### src/css_map.svh
`ifndef CSS_MAP_SVH
`define CSS_MAP_SVH

`define CSS_OFF_FUSE            8'h00
`define CSS_OFF_TRIM            8'h04
`define CSS_OFF_PRESCALE        8'h08
`define CSS_OFF_CTRL            8'h0c
`define CSS_OFF_STATUS          8'h10

`define CSS_CTRL_RESTART        0
`define CSS_CTRL_SLEEP          1
`define CSS_STAT_RUN            3
`define CSS_STAT_BADSRC         4

`define CSS_CLOCK_SOURCE_SELECT_FUSES_EXT           4'h0
`define CSS_CLOCK_SOURCE_SELECT_FUSES_RC            4'h2
`define CSS_CLOCK_SOURCE_SELECT_FUSES_128K          4'h3
`define CSS_CLOCK_SOURCE_SELECT_FUSES_LF_FAST       4'h6
`define CSS_CLOCK_SOURCE_SELECT_FUSES_LF_SLOW       4'h7

`define CSS_SUT_SHORT           2'h0
`define CSS_SUT_MID             2'h1
`define CSS_SUT_LONG            2'h2

`define CSS_RST_CLOCK_SOURCE_SELECT_FUSES           4'h2
`define CSS_RST_SUT             2'h2
`define CSS_RST_DIV8            1'h1
`define CSS_RST_RSTDIS          1'h0

`define CSS_PS_DIV1             4'h0
`define CSS_PS_DIV8             4'h3
`define CSS_PS_MAX              4'h8

`define CSS_CK_RST_LF           16'h0004
`define CSS_CK_RST_STD          16'h000e
`define CSS_CK_WAKE_STD         16'h0006
`define CSS_CK_WAKE_LF_FAST     16'h0400
`define CSS_CK_WAKE_LF_SLOW     16'h8000

`define CSS_WDT_KHZ             32'h0080
`define CSS_T_4P1MS_US          32'h1004
`define CSS_T_4MS_US            32'h0fa0
`define CSS_T_65MS_US           32'hfde8
`define CSS_T_64MS_US           32'hfa00
`define CSS_US_PER_MS           32'h03e8

`define CSS_RESP_OKAY           2'h0
`define CSS_RESP_SLVERR         2'h2

`endif

### src/css_pkg.sv
package css_pkg;

  typedef struct packed {
    logic       resetPinDisableFuse;
    logic       divideByEightFuse;
    logic [1:0] startupTimeFuses;
    logic [3:0] clockSourceSelectFuses;
  } css_fuse_t;

  typedef enum logic [2:0] {
    ST_START,
    ST_RESET_DELAY,
    ST_RUN,
    ST_SLEEP,
    ST_WAKE_DELAY,
    ST_BAD
  } css_state_t;

  typedef enum logic [1:0] {
    SRC_WATCH,
    SRC_RC,
    SRC_128K,
    SRC_EXT
  } css_src_t;

endpackage

### src/css_sync.sv
`timescale 1ns/1ps
module css_sync
  import css_pkg::*;
#(
  parameter int WIDTH = 1
) (
  input  wire logic             mclk,
  input  wire logic             rst_b,
  input  wire logic [WIDTH-1:0] asyncIn,
  output logic      [WIDTH-1:0] syncOut
);

  logic [WIDTH-1:0] stage1_ff;
  logic [WIDTH-1:0] stage2_ff;

  genvar i;
  generate
    for (i = 0; i < WIDTH; i++) begin : g_bit
      always_ff @(posedge mclk or negedge rst_b) begin
        if (!rst_b) begin
          stage1_ff[i] <= 1'b0;
          stage2_ff[i] <= 1'b0;
        end else begin
          stage1_ff[i] <= asyncIn[i];
          stage2_ff[i] <= stage1_ff[i];
        end
      end
    end
  endgenerate

  assign syncOut = stage2_ff;

endmodule

### src/css_delay_counter.sv
`timescale 1ns/1ps
module css_delay_counter
  import css_pkg::*;
#(
  parameter int CNT_W = 16
) (
  input  wire logic             mclk,
  input  wire logic             rst_b,
  input  wire logic             clear,
  input  wire logic             tick,
  input  wire logic [CNT_W-1:0] target,
  output logic                  done
);

  logic [CNT_W-1:0] count_ff;

  // Counting stops at the target so the count cannot wrap while a
  // slow oscillator keeps ticking after the delay has expired.
  always_ff @(posedge mclk or negedge rst_b) begin
    if (!rst_b) begin
      count_ff <= '0;
    end else if (clear) begin
      count_ff <= '0;
    end else if (tick && !done) begin
      count_ff <= count_ff + 1'b1;
    end
  end

  assign done = (count_ff >= target);

endmodule

### src/css_clock_startup.sv
`timescale 1ns/1ps
`include "css_map.svh"
module css_clock_startup
  import css_pkg::*;
#(
  parameter int CNT_W        = 16,
  parameter int WDT_CYC_65MS = (`CSS_T_65MS_US * `CSS_WDT_KHZ + `CSS_US_PER_MS - 1)
                               / `CSS_US_PER_MS,
  parameter int WDT_CYC_64MS = (`CSS_T_64MS_US * `CSS_WDT_KHZ + `CSS_US_PER_MS - 1)
                               / `CSS_US_PER_MS,
  parameter int SRC_CYC_32K  = `CSS_CK_WAKE_LF_SLOW
) (
  input  wire logic        mclk,
  input  wire logic        rst_b,
  input  wire logic        s_axi_awvalid,
  output logic             s_axi_awready,
  input  wire logic [7:0]  s_axi_awaddr,
  input  wire logic [2:0]  s_axi_awprot,
  input  wire logic        s_axi_wvalid,
  output logic             s_axi_wready,
  input  wire logic [31:0] s_axi_wdata,
  input  wire logic [3:0]  s_axi_wstrb,
  output logic             s_axi_bvalid,
  input  wire logic        s_axi_bready,
  output logic [1:0]       s_axi_bresp,
  input  wire logic        s_axi_arvalid,
  output logic             s_axi_arready,
  input  wire logic [7:0]  s_axi_araddr,
  input  wire logic [2:0]  s_axi_arprot,
  output logic             s_axi_rvalid,
  input  wire logic        s_axi_rready,
  output logic [31:0]      s_axi_rdata,
  output logic [1:0]       s_axi_rresp,
  input  wire logic        timerOscillatorPin,
  input  wire logic        rcOscillator,
  input  wire logic        lowPowerOscillator,
  input  wire logic        crystalInputPin,
  input  wire logic        watchdogOscillator,
  input  wire logic        wakePin,
  input  wire logic [7:0]  factoryTrim,
  output logic [3:0]       oscEnable,
  output logic [7:0]       oscillatorTrimValue,
  output logic [3:0]       prescalerDivideSelect,
  output logic             sysClkRun,
  output logic             sysTick,
  output logic             coreReset
);

  localparam int WDT_CYC_4P1MS = (`CSS_T_4P1MS_US * `CSS_WDT_KHZ + `CSS_US_PER_MS - 1)
                                 / `CSS_US_PER_MS;
  localparam int WDT_CYC_4MS   = (`CSS_T_4MS_US * `CSS_WDT_KHZ + `CSS_US_PER_MS - 1)
                                 / `CSS_US_PER_MS;

  generate
    if (CNT_W < 16 || WDT_CYC_65MS >= (1 << CNT_W) || WDT_CYC_64MS >= (1 << CNT_W)
        || SRC_CYC_32K >= (1 << CNT_W) || SRC_CYC_32K < 1 || WDT_CYC_64MS < 1
        || WDT_CYC_65MS < 1) begin : g_bad_param
      $error("css_clock_startup: delay counts do not fit the counter width");
    end
  endgenerate

  css_fuse_t        fuse_ff;
  css_state_t       state_ff;
  css_src_t         activeSrc_ff;
  logic             srcOk_ff;
  logic [7:0]       trim_ff;
  logic [3:0]       prescale_ff;
  logic [CNT_W-1:0] cycTarget_ff;
  logic [CNT_W-1:0] msTarget_ff;
  logic [CNT_W-1:0] wakeTarget_ff;
  logic [3:0]       oscEnable_ff;
  logic             sysClkRun_ff;
  logic             sysTick_ff;
  logic             coreReset_ff;
  logic [7:0]       divCnt_ff;
  logic [4:0]       pinLast_ff;

  logic             awready_ff;
  logic             wready_ff;
  logic             awHave_ff;
  logic             wHave_ff;
  logic [7:0]       awAddr_ff;
  logic [31:0]      wData_ff;
  logic [3:0]       wStrb_ff;
  logic             bvalid_ff;
  logic [1:0]       bresp_ff;
  logic             arready_ff;
  logic             rvalid_ff;
  logic [31:0]      rdata_ff;
  logic [1:0]       rresp_ff;

  logic [4:0]       pinSync;
  logic [4:0]       pinRise;
  logic             srcEdge;
  logic             wdtEdge;
  logic             cycDone;
  logic             msDone;
  logic             cntClear;
  logic             doWrite;
  logic             wrLane0;
  logic             restartReq;
  logic             sleepReq;
  css_src_t         nxt_src;
  logic             nxt_srcOk;
  logic [CNT_W-1:0] nxt_cycTarget;
  logic [CNT_W-1:0] nxt_msTarget;
  logic [CNT_W-1:0] nxt_wakeTarget;
  logic [3:0]       psClamp;
  logic [8:0]       psShift;
  logic [7:0]       divMask;
  logic [31:0]      nxt_rdata;
  logic             nxt_rdOk;

  // Oscillators and the wake pin live outside mclk and are synchronised.
  css_sync #(
    .WIDTH (5)
  ) u_sync (
    .mclk    (mclk),
    .rst_b   (rst_b),
    .asyncIn ({wakePin, watchdogOscillator, crystalInputPin, lowPowerOscillator,
               rcOscillator}),
    .syncOut (pinSync)
  );

  always_ff @(posedge mclk or negedge rst_b) begin
    if (!rst_b) begin
      pinLast_ff <= 5'h00;
    end else begin
      pinLast_ff <= pinSync;
    end
  end

  assign pinRise = pinSync & ~pinLast_ff;
  assign wdtEdge = pinRise[3];

  // The watch crystal on the timer pin is not synchronised with the rest, so
  // its own pair of flip-flops lives here in a second instance.
  logic watchSync;
  logic watchLast_ff;

  css_sync #(
    .WIDTH (1)
  ) u_sync_watch (
    .mclk    (mclk),
    .rst_b   (rst_b),
    .asyncIn (timerOscillatorPin),
    .syncOut (watchSync)
  );

  always_ff @(posedge mclk or negedge rst_b) begin
    if (!rst_b) begin
      watchLast_ff <= 1'b0;
    end else begin
      watchLast_ff <= watchSync;
    end
  end

  always_comb begin
    unique case (activeSrc_ff)
      SRC_WATCH: srcEdge = watchSync & ~watchLast_ff;
      SRC_RC:    srcEdge = pinRise[0];
      SRC_128K:  srcEdge = pinRise[1];
      SRC_EXT:   srcEdge = pinRise[2];
    endcase
  end

  // Decode of the fuse image into the source and all three delay targets.
  always_comb begin
    nxt_src        = SRC_RC;
    nxt_srcOk      = 1'b1;
    nxt_cycTarget  = CNT_W'(`CSS_CK_RST_STD);
    nxt_wakeTarget = CNT_W'(`CSS_CK_WAKE_STD);
    nxt_msTarget   = '0;
    case (fuse_ff.clockSourceSelectFuses)
      `CSS_CLOCK_SOURCE_SELECT_FUSES_EXT:  nxt_src = SRC_EXT;
      `CSS_CLOCK_SOURCE_SELECT_FUSES_RC:   nxt_src = SRC_RC;
      `CSS_CLOCK_SOURCE_SELECT_FUSES_128K: nxt_src = SRC_128K;
      `CSS_CLOCK_SOURCE_SELECT_FUSES_LF_FAST, `CSS_CLOCK_SOURCE_SELECT_FUSES_LF_SLOW: begin
        nxt_src       = SRC_WATCH;
        nxt_cycTarget = CNT_W'(`CSS_CK_RST_LF);
        nxt_wakeTarget = fuse_ff.clockSourceSelectFuses[0] ? CNT_W'(SRC_CYC_32K)
                                                         : CNT_W'(`CSS_CK_WAKE_LF_FAST);
      end
      default: nxt_srcOk = 1'b0;
    endcase
    case (fuse_ff.startupTimeFuses)
      `CSS_SUT_SHORT: begin
        if (fuse_ff.resetPinDisableFuse && (nxt_src == SRC_RC || nxt_src == SRC_128K)) begin
          nxt_msTarget = CNT_W'(WDT_CYC_4P1MS);
        end
      end
      `CSS_SUT_MID: begin
        nxt_msTarget = (nxt_src == SRC_128K) ? CNT_W'(WDT_CYC_4MS)
                                             : CNT_W'(WDT_CYC_4P1MS);
      end
      // The reserved code takes the longest delay, which is always safe.
      default: begin
        nxt_msTarget = (nxt_src == SRC_128K) ? CNT_W'(WDT_CYC_64MS)
                                             : CNT_W'(WDT_CYC_65MS);
      end
    endcase
  end

  assign cntClear = (state_ff == ST_START) || (state_ff == ST_SLEEP);

  css_delay_counter #(
    .CNT_W (CNT_W)
  ) u_cyc_cnt (
    .mclk   (mclk),
    .rst_b  (rst_b),
    .clear  (cntClear),
    .tick   (srcEdge),
    .target ((state_ff == ST_WAKE_DELAY) ? wakeTarget_ff : cycTarget_ff),
    .done   (cycDone)
  );

  // The millisecond time-out runs on the watchdog oscillator, whatever
  // source the core is clocked from.
  css_delay_counter #(
    .CNT_W (CNT_W)
  ) u_ms_cnt (
    .mclk   (mclk),
    .rst_b  (rst_b),
    .clear  (cntClear),
    .tick   (wdtEdge),
    .target (msTarget_ff),
    .done   (msDone)
  );

  assign doWrite    = awHave_ff && wHave_ff && !bvalid_ff;
  assign wrLane0    = doWrite && wStrb_ff[0];
  assign restartReq = wrLane0 && (awAddr_ff == `CSS_OFF_CTRL)
                      && wData_ff[`CSS_CTRL_RESTART];
  assign sleepReq   = wrLane0 && (awAddr_ff == `CSS_OFF_CTRL) && wData_ff[`CSS_CTRL_SLEEP];

  always_ff @(posedge mclk or negedge rst_b) begin
    if (!rst_b) begin
      state_ff <= ST_START;
    end else if (restartReq) begin
      state_ff <= ST_START;
    end else begin
      unique case (state_ff)
        ST_START:       state_ff <= nxt_srcOk ? ST_RESET_DELAY : ST_BAD;
        ST_RESET_DELAY: state_ff <= (cycDone && msDone) ? ST_RUN : ST_RESET_DELAY;
        ST_RUN:         state_ff <= sleepReq ? ST_SLEEP : ST_RUN;
        ST_SLEEP:       state_ff <= pinSync[4] ? ST_WAKE_DELAY : ST_SLEEP;
        ST_WAKE_DELAY:  state_ff <= cycDone ? ST_RUN : ST_WAKE_DELAY;
        ST_BAD:         state_ff <= ST_BAD;
      endcase
    end
  end

  // Targets and the source are frozen at the start of each reset sequence,
  // so a fuse write only takes effect on the next restart.
  always_ff @(posedge mclk or negedge rst_b) begin
    if (!rst_b) begin
      activeSrc_ff  <= SRC_RC;
      srcOk_ff      <= 1'b1;
      cycTarget_ff  <= '0;
      msTarget_ff   <= '0;
      wakeTarget_ff <= '0;
      oscEnable_ff  <= 4'h0;
    end else if (state_ff == ST_START) begin
      activeSrc_ff  <= nxt_src;
      srcOk_ff      <= nxt_srcOk;
      cycTarget_ff  <= nxt_cycTarget;
      msTarget_ff   <= nxt_msTarget;
      wakeTarget_ff <= nxt_wakeTarget;
      oscEnable_ff  <= nxt_srcOk ? (4'h1 << nxt_src) : 4'h0;
    end
  end

  always_ff @(posedge mclk or negedge rst_b) begin
    if (!rst_b) begin
      sysClkRun_ff <= 1'b0;
      coreReset_ff <= 1'b1;
    end else begin
      sysClkRun_ff <= (state_ff == ST_RUN) && !sleepReq && !restartReq;
      coreReset_ff <= (state_ff == ST_START) || (state_ff == ST_RESET_DELAY)
                      || (state_ff == ST_BAD) || restartReq;
    end
  end

  always_ff @(posedge mclk or negedge rst_b) begin
    if (!rst_b) begin
      fuse_ff <= '{resetPinDisableFuse:    `CSS_RST_RSTDIS,
                   divideByEightFuse:      `CSS_RST_DIV8,
                   startupTimeFuses:       `CSS_RST_SUT,
                   clockSourceSelectFuses: `CSS_RST_CLOCK_SOURCE_SELECT_FUSES};
    end else if (wrLane0 && awAddr_ff == `CSS_OFF_FUSE) begin
      fuse_ff <= wData_ff[7:0];
    end
  end

  // The factory value is a port, so it is loaded by the first clocked
  // cycle of the sequence rather than by the asynchronous reset.
  always_ff @(posedge mclk or negedge rst_b) begin
    if (!rst_b) begin
      trim_ff <= 8'h00;
    end else if (state_ff == ST_START) begin
      trim_ff <= factoryTrim;
    end else if (wrLane0 && awAddr_ff == `CSS_OFF_TRIM) begin
      trim_ff <= wData_ff[7:0];
    end
  end

  always_ff @(posedge mclk or negedge rst_b) begin
    if (!rst_b) begin
      prescale_ff <= `CSS_PS_DIV1;
    end else if (state_ff == ST_START) begin
      prescale_ff <= fuse_ff.divideByEightFuse ? `CSS_PS_DIV8 : `CSS_PS_DIV1;
    end else if (wrLane0 && awAddr_ff == `CSS_OFF_PRESCALE) begin
      prescale_ff <= wData_ff[3:0];
    end
  end

  // Reserved prescaler codes behave as the largest legal division.
  assign psClamp = (prescale_ff > `CSS_PS_MAX) ? `CSS_PS_MAX : prescale_ff;
  assign psShift = 9'h001 << psClamp;
  assign divMask = 8'(psShift - 9'h001);

  always_ff @(posedge mclk or negedge rst_b) begin
    if (!rst_b) begin
      divCnt_ff  <= 8'h00;
      sysTick_ff <= 1'b0;
    end else if (state_ff != ST_RUN) begin
      divCnt_ff  <= 8'h00;
      sysTick_ff <= 1'b0;
    end else begin
      sysTick_ff <= srcEdge && (divCnt_ff == divMask);
      if (srcEdge) begin
        divCnt_ff <= (divCnt_ff >= divMask) ? 8'h00 : divCnt_ff + 8'h01;
      end
    end
  end

  always_ff @(posedge mclk or negedge rst_b) begin
    if (!rst_b) begin
      awready_ff <= 1'b1;
      awHave_ff  <= 1'b0;
      awAddr_ff  <= 8'h00;
    end else if (s_axi_awvalid && awready_ff) begin
      awready_ff <= 1'b0;
      awHave_ff  <= 1'b1;
      awAddr_ff  <= {s_axi_awaddr[7:2], 2'h0};
    end else if (doWrite) begin
      awHave_ff <= 1'b0;
    end else if (bvalid_ff && s_axi_bready) begin
      awready_ff <= 1'b1;
    end
  end

  always_ff @(posedge mclk or negedge rst_b) begin
    if (!rst_b) begin
      wready_ff <= 1'b1;
      wHave_ff  <= 1'b0;
      wData_ff  <= 32'h0000_0000;
      wStrb_ff  <= 4'h0;
    end else if (s_axi_wvalid && wready_ff) begin
      wready_ff <= 1'b0;
      wHave_ff  <= 1'b1;
      wData_ff  <= s_axi_wdata;
      wStrb_ff  <= s_axi_wstrb;
    end else if (doWrite) begin
      wHave_ff <= 1'b0;
    end else if (bvalid_ff && s_axi_bready) begin
      wready_ff <= 1'b1;
    end
  end

  always_ff @(posedge mclk or negedge rst_b) begin
    if (!rst_b) begin
      bvalid_ff <= 1'b0;
      bresp_ff  <= `CSS_RESP_OKAY;
    end else if (doWrite) begin
      bvalid_ff <= 1'b1;
      bresp_ff  <= (awAddr_ff <= `CSS_OFF_CTRL) ? `CSS_RESP_OKAY : `CSS_RESP_SLVERR;
    end else if (s_axi_bready) begin
      bvalid_ff <= 1'b0;
    end
  end

  always_comb begin
    nxt_rdata = 32'h0000_0000;
    nxt_rdOk  = 1'b1;
    case ({s_axi_araddr[7:2], 2'h0})
      `CSS_OFF_FUSE:     nxt_rdata[7:0] = fuse_ff;
      `CSS_OFF_TRIM:     nxt_rdata[7:0] = trim_ff;
      `CSS_OFF_PRESCALE: nxt_rdata[3:0] = prescale_ff;
      `CSS_OFF_CTRL:     nxt_rdata = 32'h0000_0000;
      `CSS_OFF_STATUS: begin
        nxt_rdata[2:0]              = state_ff;
        nxt_rdata[`CSS_STAT_RUN]    = sysClkRun_ff;
        nxt_rdata[`CSS_STAT_BADSRC] = !srcOk_ff;
        nxt_rdata[6:5]              = activeSrc_ff;
      end
      default: nxt_rdOk = 1'b0;
    endcase
  end

  always_ff @(posedge mclk or negedge rst_b) begin
    if (!rst_b) begin
      arready_ff <= 1'b1;
      rvalid_ff  <= 1'b0;
      rdata_ff   <= 32'h0000_0000;
      rresp_ff   <= `CSS_RESP_OKAY;
    end else if (s_axi_arvalid && arready_ff) begin
      arready_ff <= 1'b0;
      rvalid_ff  <= 1'b1;
      rdata_ff   <= nxt_rdata;
      rresp_ff   <= nxt_rdOk ? `CSS_RESP_OKAY : `CSS_RESP_SLVERR;
    end else if (rvalid_ff && s_axi_rready) begin
      rvalid_ff  <= 1'b0;
      arready_ff <= 1'b1;
    end
  end

  assign s_axi_awready         = awready_ff;
  assign s_axi_wready          = wready_ff;
  assign s_axi_bvalid          = bvalid_ff;
  assign s_axi_bresp           = bresp_ff;
  assign s_axi_arready         = arready_ff;
  assign s_axi_rvalid          = rvalid_ff;
  assign s_axi_rdata           = rdata_ff;
  assign s_axi_rresp           = rresp_ff;
  assign oscEnable             = oscEnable_ff;
  assign oscillatorTrimValue   = trim_ff;
  assign prescalerDivideSelect = prescale_ff;
  assign sysClkRun             = sysClkRun_ff;
  assign sysTick               = sysTick_ff;
  assign coreReset             = coreReset_ff;

endmodule

### config.mk
export PLATFORM = sky130hd
export DESIGN_NAME = css_clock_startup
export DESIGN_NICKNAME = d
export VERILOG_FILES = /design/src/css_pkg.sv /design/src/css_sync.sv /design/src/css_delay_counter.sv /design/src/css_clock_startup.sv
export VERILOG_INCLUDE_DIRS = /design/src /design/src/src
export SDC_FILE = /design/constraint.sdc
export NUM_CORES = 1
export LEC_CHECK = 0
export BUFFER_PORTS_ARGS = -buffer_cell sky130_fd_sc_hd__buf_4
export CAP_MARGIN = 20
export CORE_ASPECT_RATIO = 1.1
export CORE_MARGIN = 2
export CORE_UTILIZATION = 50
export DETAILED_ROUTE_END_ITERATION = 12
export GPL_TIMING_DRIVEN = 0
export HOLD_SLACK_MARGIN = 0.1
export PLACE_DENSITY = 0.73
export SLEW_MARGIN = 10
export SYNTH_ARGS = -nofsm -noshare
export SYNTH_HDL_FRONTEND = slang
export SYNTH_HIERARCHICAL = 1
export SYNTH_SLANG_ARGS = --single-unit
### constraint.sdc
create_clock -name mclk -period 3.9 [get_ports mclk]
set_input_delay 0.195 -clock mclk [delete_from_list [all_inputs] [get_ports mclk]]
set_output_delay 0.195 -clock mclk [all_outputs]
set_load 0.02 [all_outputs]
Word level (Yosys, flattened, before mapping)
Cells that the tools add are included.
{ "word_totals": {"out_inout_bits": 60, "reg_bits": 172, "word_cells": 193, "in_bits": 79} }
{ "op_classes": {"n_mux": 52, "n_lt_le_gt_ge": 5, "reduce_logical": 54, "n_shift": 2, "n_addsub": 4, "n_bitwise": 4, "eq_ne": 26} }
{ "op_table": {"columns": ["operator", "n"], "rows": [
  ["$mux W16", 7],
  ["$mux W8", 6],
  ["$add A16 B1 Y16 const B", 2],
  ["$ge A16 B16 Y1", 2],
  ["$pmux W16 S2", 1],
  ["$eq A6 B2 Y1 const B", 4],
  ["$mux W4", 6],
  ["$reduce_bool A2 Y1", 11],
  ["$logic_and A1 B1 Y1", 21],
  ["$pmux W3 S6", 1],
  ["$mux W1", 17],
  ["$pmux W4 S4", 1],
  ["$eq A6 B1 Y1 const B", 2],
  ["$mux W3", 4],
  ["$mux W10", 1],
  ["$reduce_or A5 Y1", 2],
  ["$pmux W3 S3", 1],
  ["$add A8 B1 Y8 const B", 1],
  ["$eq A4 B2 Y1 const B", 2],
  ["$eq A4 B3 Y1 const B", 2],
  ["$eq A8 B8 Y1", 1],
  ["$ge A8 B8 Y1", 1],
  ["$le A8 B4 Y1 const B", 1],
  ["$logic_not A8 Y1", 1],
  ["other kinds (28)", 49]
]} }

Depth between registers and ports, before layout
{ "depth": {"ltp_word": 8, "ltp_mapped": 15, "depth_no_buf": 13} }

Cells and area by module
The synthesis kept the hierarchy.
{ "by_module_without_submodules": {"columns": ["mod", "area_per_inst_um2", "seq_area_each_um2", "n_inst", "cells_per_inst"], "rows": [
  ["css_clock_startup", 4404.2, 2163.3, 1, 419],
  ["css_delay_counter", 1297.5, 400.4, 2, 146],
  ["css_sync (u_sync)", 250.2, 250.2, 1, 10],
  ["css_sync (u_sync_watch)", 50.0, 50.0, 1, 2]
]} }

Worst setup path after synthesis
No wires, ideal clock.
{ "synth_timing": {"path_kind": "reg2reg", "startpoint": "register prescale_ff[3], in the netlist prescalerDivideSelect[3]", "endpoint": "register divCnt_ff[1]", "setup_ps": 120, "n_path_buf": 1, "synth_period_minus_slack_ps": 2995, "t_required_ps": 3780, "slack_ps": 905, "stages_incl_launch_ff": 12, "t_arrival_ps": 2875, "path_cell_list": "dfrtp_1 clkbuf_1 or4_1 ha_1 nor3_1 a21o_1 a32oi_1 ha_1 nand4_1 a31oi_1 nor2_1 a31o_2"} }
{ "synth_via": {"elab_chain_cells": 8} }
{ "synth_rtl": {"columns": ["element", "line_no", "source"], "rows": [
  ["start, declared", "css_clock_startup.sv:67", "logic [3:0] prescale_ff;"],
  ["start signal, assigned", "css_clock_startup.sv:309", "prescale_ff <= `CSS_PS_DIV1;"],
  ["start signal, assigned", "css_clock_startup.sv:311", "prescale_ff <= fuse_ff.divideByEightFuse ? `CSS_PS_DIV8 : `CSS_PS_DIV1;"],
  ["start signal, assigned", "css_clock_startup.sv:313", "prescale_ff <= wData_ff[3:0];"],
  ["$gt A4 B4 Y1 (no line)", null, null],
  ["$mux W4 *", "css_clock_startup.sv:318", "assign psClamp = (prescale_ff > `CSS_PS_MAX) ? `CSS_PS_MAX : prescale_ff;"],
  ["$shl A1 B4 Y8 *", "css_clock_startup.sv:319", "assign psShift = 9'h001 << psClamp;"],
  ["$sub A8 B1 Y8 *", "css_clock_startup.sv:320", "assign divMask = 8'(psShift - 9'h001);"],
  ["$ge A8 B8 Y1 *", "css_clock_startup.sv:332", "divCnt_ff <= (divCnt_ff >= divMask) ? 8'h00 : divCnt_ff + 8'h01;"],
  ["$mux W8 *", "css_clock_startup.sv:332", null],
  ["$mux W8 *", "css_clock_startup.sv:331", "if (srcEdge) begin"],
  ["$mux W8 *", "css_clock_startup.sv:326", "end else if (state_ff != ST_RUN) begin"],
  ["end signal, assigned", "css_clock_startup.sv:332", null],
  ["end, declared", "css_clock_startup.sv:75", "logic [7:0] divCnt_ff;"]
]} }
Mark *: on every way between the ends. The rest lies on a longest branch, timed or not. The select of a mux whose other input is x is not followed.
A chain may end at the register's enable or synchronous reset.

Final worst setup path
{ "layout_timing": {"startpoint": "register state_ff[1]", "endpoint": "register state_ff[0]"} }
{ "layout_via": {"elab_chain_cells": 7, "elab_cells_between_ends": 12, "cone_classes": "order compare (1); eq/ne (5); mux (4); reduce/logical (2)"} }
{ "layout_rtl": {"columns": ["element", "line_no", "source"], "rows": [
  ["start, declared", "css_clock_startup.sv:63", "css_state_t state_ff;"],
  ["start signal, assigned", "css_clock_startup.sv:243", "ST_START: state_ff <= nxt_srcOk ? ST_RESET_DELAY : ST_BAD;"],
  ["start signal, assigned", "css_clock_startup.sv:244", "ST_RESET_DELAY: state_ff <= (cycDone && msDone) ? ST_RUN : ST_RESET_DELAY;"],
  ["start signal, assigned", "css_clock_startup.sv:245", "ST_RUN: state_ff <= sleepReq ? ST_SLEEP : ST_RUN;"],
  ["$eq A3 B3 Y1", "css_clock_startup.sv:213", ".target ((state_ff == ST_WAKE_DELAY) ? wakeTarget_ff : cycTarget_ff),"],
  ["$mux W16", "css_clock_startup.sv:213", null],
  ["$ge A16 B16 Y1", "css_delay_counter.sv:29", "assign done = (count_ff >= target);"],
  ["via cycDone", "css_clock_startup.sv:96", "logic cycDone;"],
  ["$logic_and A1 B1 Y1", "css_clock_startup.sv:244", null],
  ["$mux W2", "css_clock_startup.sv:244", null],
  ["$pmux W3 S6", "css_clock_startup.sv:242", "unique case (state_ff)"],
  ["$mux W3", "css_clock_startup.sv:239", "end else if (restartReq) begin"]
]} }
The timed path passes the listed nets, and every way through them passes these cells.

==> flow_metrics.env <==
export IMPL_run_status="complete, no violations"
export IMPL_synth_cell_area_um2=7300
export IMPL_synthArstFlopShare_pct=100
export IMPL_first_global_vias=5733
export IMPL_detailedPlacementHpwl_mm=11.8
export IMPL_r2r_setup_slack_ns=0.50
export IMPL_routed_via_count=5976
export IMPL_period_needed_ns=3.40
export IMPL_diodes=0
export IMPL_congestion_overflow_gr=0
export IMPL_clkSlewWorstSetupHoldPaths_ns=0.06
export IMPL_drt_pass1_iter_count=6
export IMPL_critical_path_peak_fanout=13
export IMPL_worstHoldPathType="primary input to register"
export IMPL_globalRouteTotalUtil_pct=22.3
export IMPL_std_cell_rows=46
export IMPL_final_period_utilization_pct=87.2
export IMPL_busiest_layer="met2"
export IMPL_setup_ws_ns=0.500
export IMPL_r2r_start="state_ff[1]"
export IMPL_number_of_max_slew_violations_in_the_final_report=0
export IMPL_hold_viol_final=0
export IMPL_critPathLaunch="state_ff[1]"
export IMPL_preCtsSetupSlack_ns=0.561
export IMPL_worst_setup_path_endpoint="state_ff[0]"
export IMPL_final_core_util_pct=64.7
export IMPL_synth_main_ff_cell="sky130_fd_sc_hd__dfrtp_1"
export IMPL_worst_pin_slew_ns=0.918
export IMPL_ctsLongestPathBuffers=2
export IMPL_synth_top_cells_by_count="121 x sky130_fd_sc_hd__dfrtp_1, 67 x sky130_fd_sc_hd__nand2_1, 57 x sky130_fd_sc_hd__inv_1"
export IMPL_antenna_found_initial=0
export IMPL_maximum_number_of_pins_on_one_net_before_global_route_repair=80
export IMPL_yosysMostFrequentCell="sky130_fd_sc_hd__dfrtp_1"
export IMPL_netlist_top_cells_area="sky130_fd_sc_hd__dfrtp_1 41%, sky130_fd_sc_hd__ha_1 8.1%, sky130_fd_sc_hd__nand2_1 3.4%"
export IMPL_number_of_h_tree_levels=4
export IMPL_critPathKind="register to register"
export IMPL_die_area_um2=15600
export IMPL_height_of_the_die_um=131
export IMPL_postSynthCellCount=723
export IMPL_max_cap_violations=0
export IMPL_ioPinCount=139
export IMPL_timing_critical_path_to_type="register"
export IMPL_post_cts_setup_buffers=0
export IMPL_nets=1028
export IMPL_vdd_ir_drop_worst_uv=458
export IMPL_worst_ep_arrival_time_ns=3.68
export IMPL_synthDistinctLibCells=65
export IMPL_grt_met1_usage_pct=27.0
export IMPL_max_slew_margin_rel_pct=38.5
export IMPL_route_detailed_drc=0
export IMPL_timing_setup_tns_ns=0
export IMPL_synth_yosys_warnings=6
export IMPL_pwr_density_cell_nw_per_um2=537
export IMPL_clock_insertion_delay_at_the_later_pin_of_the_skew_report_ns=0.41
export IMPL_synth_largest_type_area_fraction_pct=41.5
export IMPL_met3_use_gr_pct=5.56
export IMPL_placeableCoreArea_um2=14300
export IMPL_design_power_total_uw=4980
export IMPL_worstSetupStartpointType="register"
export IMPL_dpl_instance_area_um2=8310
export IMPL_grt_pass1_wl_mm=27.6
export IMPL_via_density_per_instance=5.40
export IMPL_ys_seq_area_share_pct=44.7
export IMPL_synthesis_area_per_instance_um2=10.1
export IMPL_post_route_standard_cell_area_excluding_fillers_um2=9270
export IMPL_cts_tree="yes"
export IMPL_globalRouteMet2Util_pct=39.4
export IMPL_reg2reg_to="state_ff[0]"
export IMPL_detail_route_wirelength_mm=16.8
export IMPL_initial_core_util_pct=50.9
export IMPL_setup_viol=0
export IMPL_antenna_left=0
export IMPL_finClkSkew_ns=0.00742
export IMPL_area_growth_pct=27.0
export IMPL_synth_edff_count=0
export IMPL_synth_ff_latch_count=130
export IMPL_fmax_ghz=0.294
export IMPL_cts_root_cell="sky130_fd_sc_hd__clkbuf_16"
export IMPL_fp_dieW_um=119
export IMPL_detail_route_iter0_violations=431
export IMPL_cts_sinks=130
export IMPL_power_leakage_uw=0.00420
export IMPL_numCtsBuffers=17
export IMPL_data_required_time_at_the_worst_endpoint_ns=4.18
export IMPL_wl_per_cell_um=15.2
export IMPL_port_buffer_count=75
export IMPL_r2r_cells=14
export IMPL_gpl_final_weighted_congestion=0.870
export IMPL_drive_gt1_share_pct=22.0
export IMPL_yosysTopAreaCell="sky130_fd_sc_hd__dfrtp_1"
export IMPL_rsz0062_at_grt="false"
[worst min path at each step]
stage | start | endpoint | slack, ns | depth (start not counted)
2_1_floorplan | rst_b | activeSrc_ff[1] | -0.10 | 0
3_3_place_gp | lowPowerOscillator | u_sync/stage1_ff[1] | 0.30 | 1
3_5_place_dp | rst_b | divCnt_ff[4] | 0.29 | 1
4_1_cts | factoryTrim[7] | oscillatorTrimValue[7] | 0.10 | 3
5_1_grt | factoryTrim[7] | oscillatorTrimValue[7] | 0.13 | 3
6_report | factoryTrim[7] | oscillatorTrimValue[7] | 0.12 | 3
[state kept, by name (all words and copies together) (netlist names), 2 cells and up]
| signal | flops |
|---|---|
| pinLast_ff | 4 |
| u_sync/syncOut | 5 |
| s_axi_rdata | 8 |
| msTarget_ff | 4 |
| divCnt_ff | 8 |
| wData_ff | 8 |
| u_ms_cnt/count_ff | 16 |
| fuse_ff | 8 |
| state_ff | 3 |
| wakeTarget_ff | 3 |
| oscEnable | 4 |
| u_cyc_cnt/count_ff | 16 |
| u_sync/stage1_ff | 5 |
| prescalerDivideSelect | 4 |
| oscillatorTrimValue | 8 |
| awAddr_ff | 6 |
| activeSrc_ff | 2 |
[cells by family after synthesis]
family | Yosys count | synth area share (%)
flip-flops | 130 | 44.7
XOR/XNOR | 4 | 0.480
adder cells (fa/ha/maj) | 47 | 8.06
multiplexers | 40 | 6.51
AND/OR/NAND/NOR | 220 | 16.4
buffers and inverters | 109 | 7.59
AO/OA/AOI/OAI | 172 | 16.1
other | 1 | 0.0514
[metal layers]
layer / routed length [um] / vias up
met4: 182 / 0
met2: 8710 / 132
li1: - / 2925
met5: 0 / -
met3: 795 / 17
met1: 7090 / 2902
[through the flow]
step / instances / hold slack [ns]
global placement: 1036 / 0.305
floorplan: 769 / -0.101
global route: 1107 / 0.128
detailed placement: 1037 / 0.293
finish: 1107 / 0.123
CTS: 1106 / 0.105
[timing repair]
item / 4_1_cts / 5_1_grt
hold endpoints to repair: 109 / 0
gates resized for setup: 0 / 0
hold buffers: 37 / 0
[cell usage in the layout (no fill, tap or decap), drive strengths merged, types with 18 or more instances in the layout]
cell         instances
a21oi               50
buf                107
clkbuf              38
conb                47
dfrtp              121
dlygate4sd3         37
ha                  47
inv                 60
mux2                26
nand2               67
nor2                29
o21ai               48
o31ai               22
or3                 18
[critical path, cell delays in order, from the launching register on]
cell,delay (ns)
sky130_fd_sc_hd__dfrtp_1,0.34
sky130_fd_sc_hd__clkbuf_1,0.35
sky130_fd_sc_hd__nor2_1,0.18
sky130_fd_sc_hd__nand2_1,0.15
sky130_fd_sc_hd__mux2_2,0.34
sky130_fd_sc_hd__inv_1,0.06
sky130_fd_sc_hd__ha_1,0.20
sky130_fd_sc_hd__o21a_1,0.15
sky130_fd_sc_hd__o21ai_0,0.08
sky130_fd_sc_hd__o221a_2,0.31
sky130_fd_sc_hd__o211ai_2,0.33
sky130_fd_sc_hd__buf_4,0.26
sky130_fd_sc_hd__a31oi_1,0.10
sky130_fd_sc_hd__o31ai_1,0.30
sky130_fd_sc_hd__a21oi_1,0.10
[power breakdown]
group	internal, uW	switching [uW]
clock	948	623
sequential	1640	294
combinational	714	762
[layout make-up]
cell class | count | area [um2]
Inverter | 57 | 214
Clock buffer | 18 | 429
Buffer | 52 | 340
Clock inverter | 14 | 156
Fill cell | 1156 | 5060
Timing Repair Buffer | 114 | 970
Tap cell | 192 | 240
Multi-Input combinational cell | 530 | 3650
Sequential cell | 130 | 3260
Note: power is estimated with default switching activity, not from simulation.
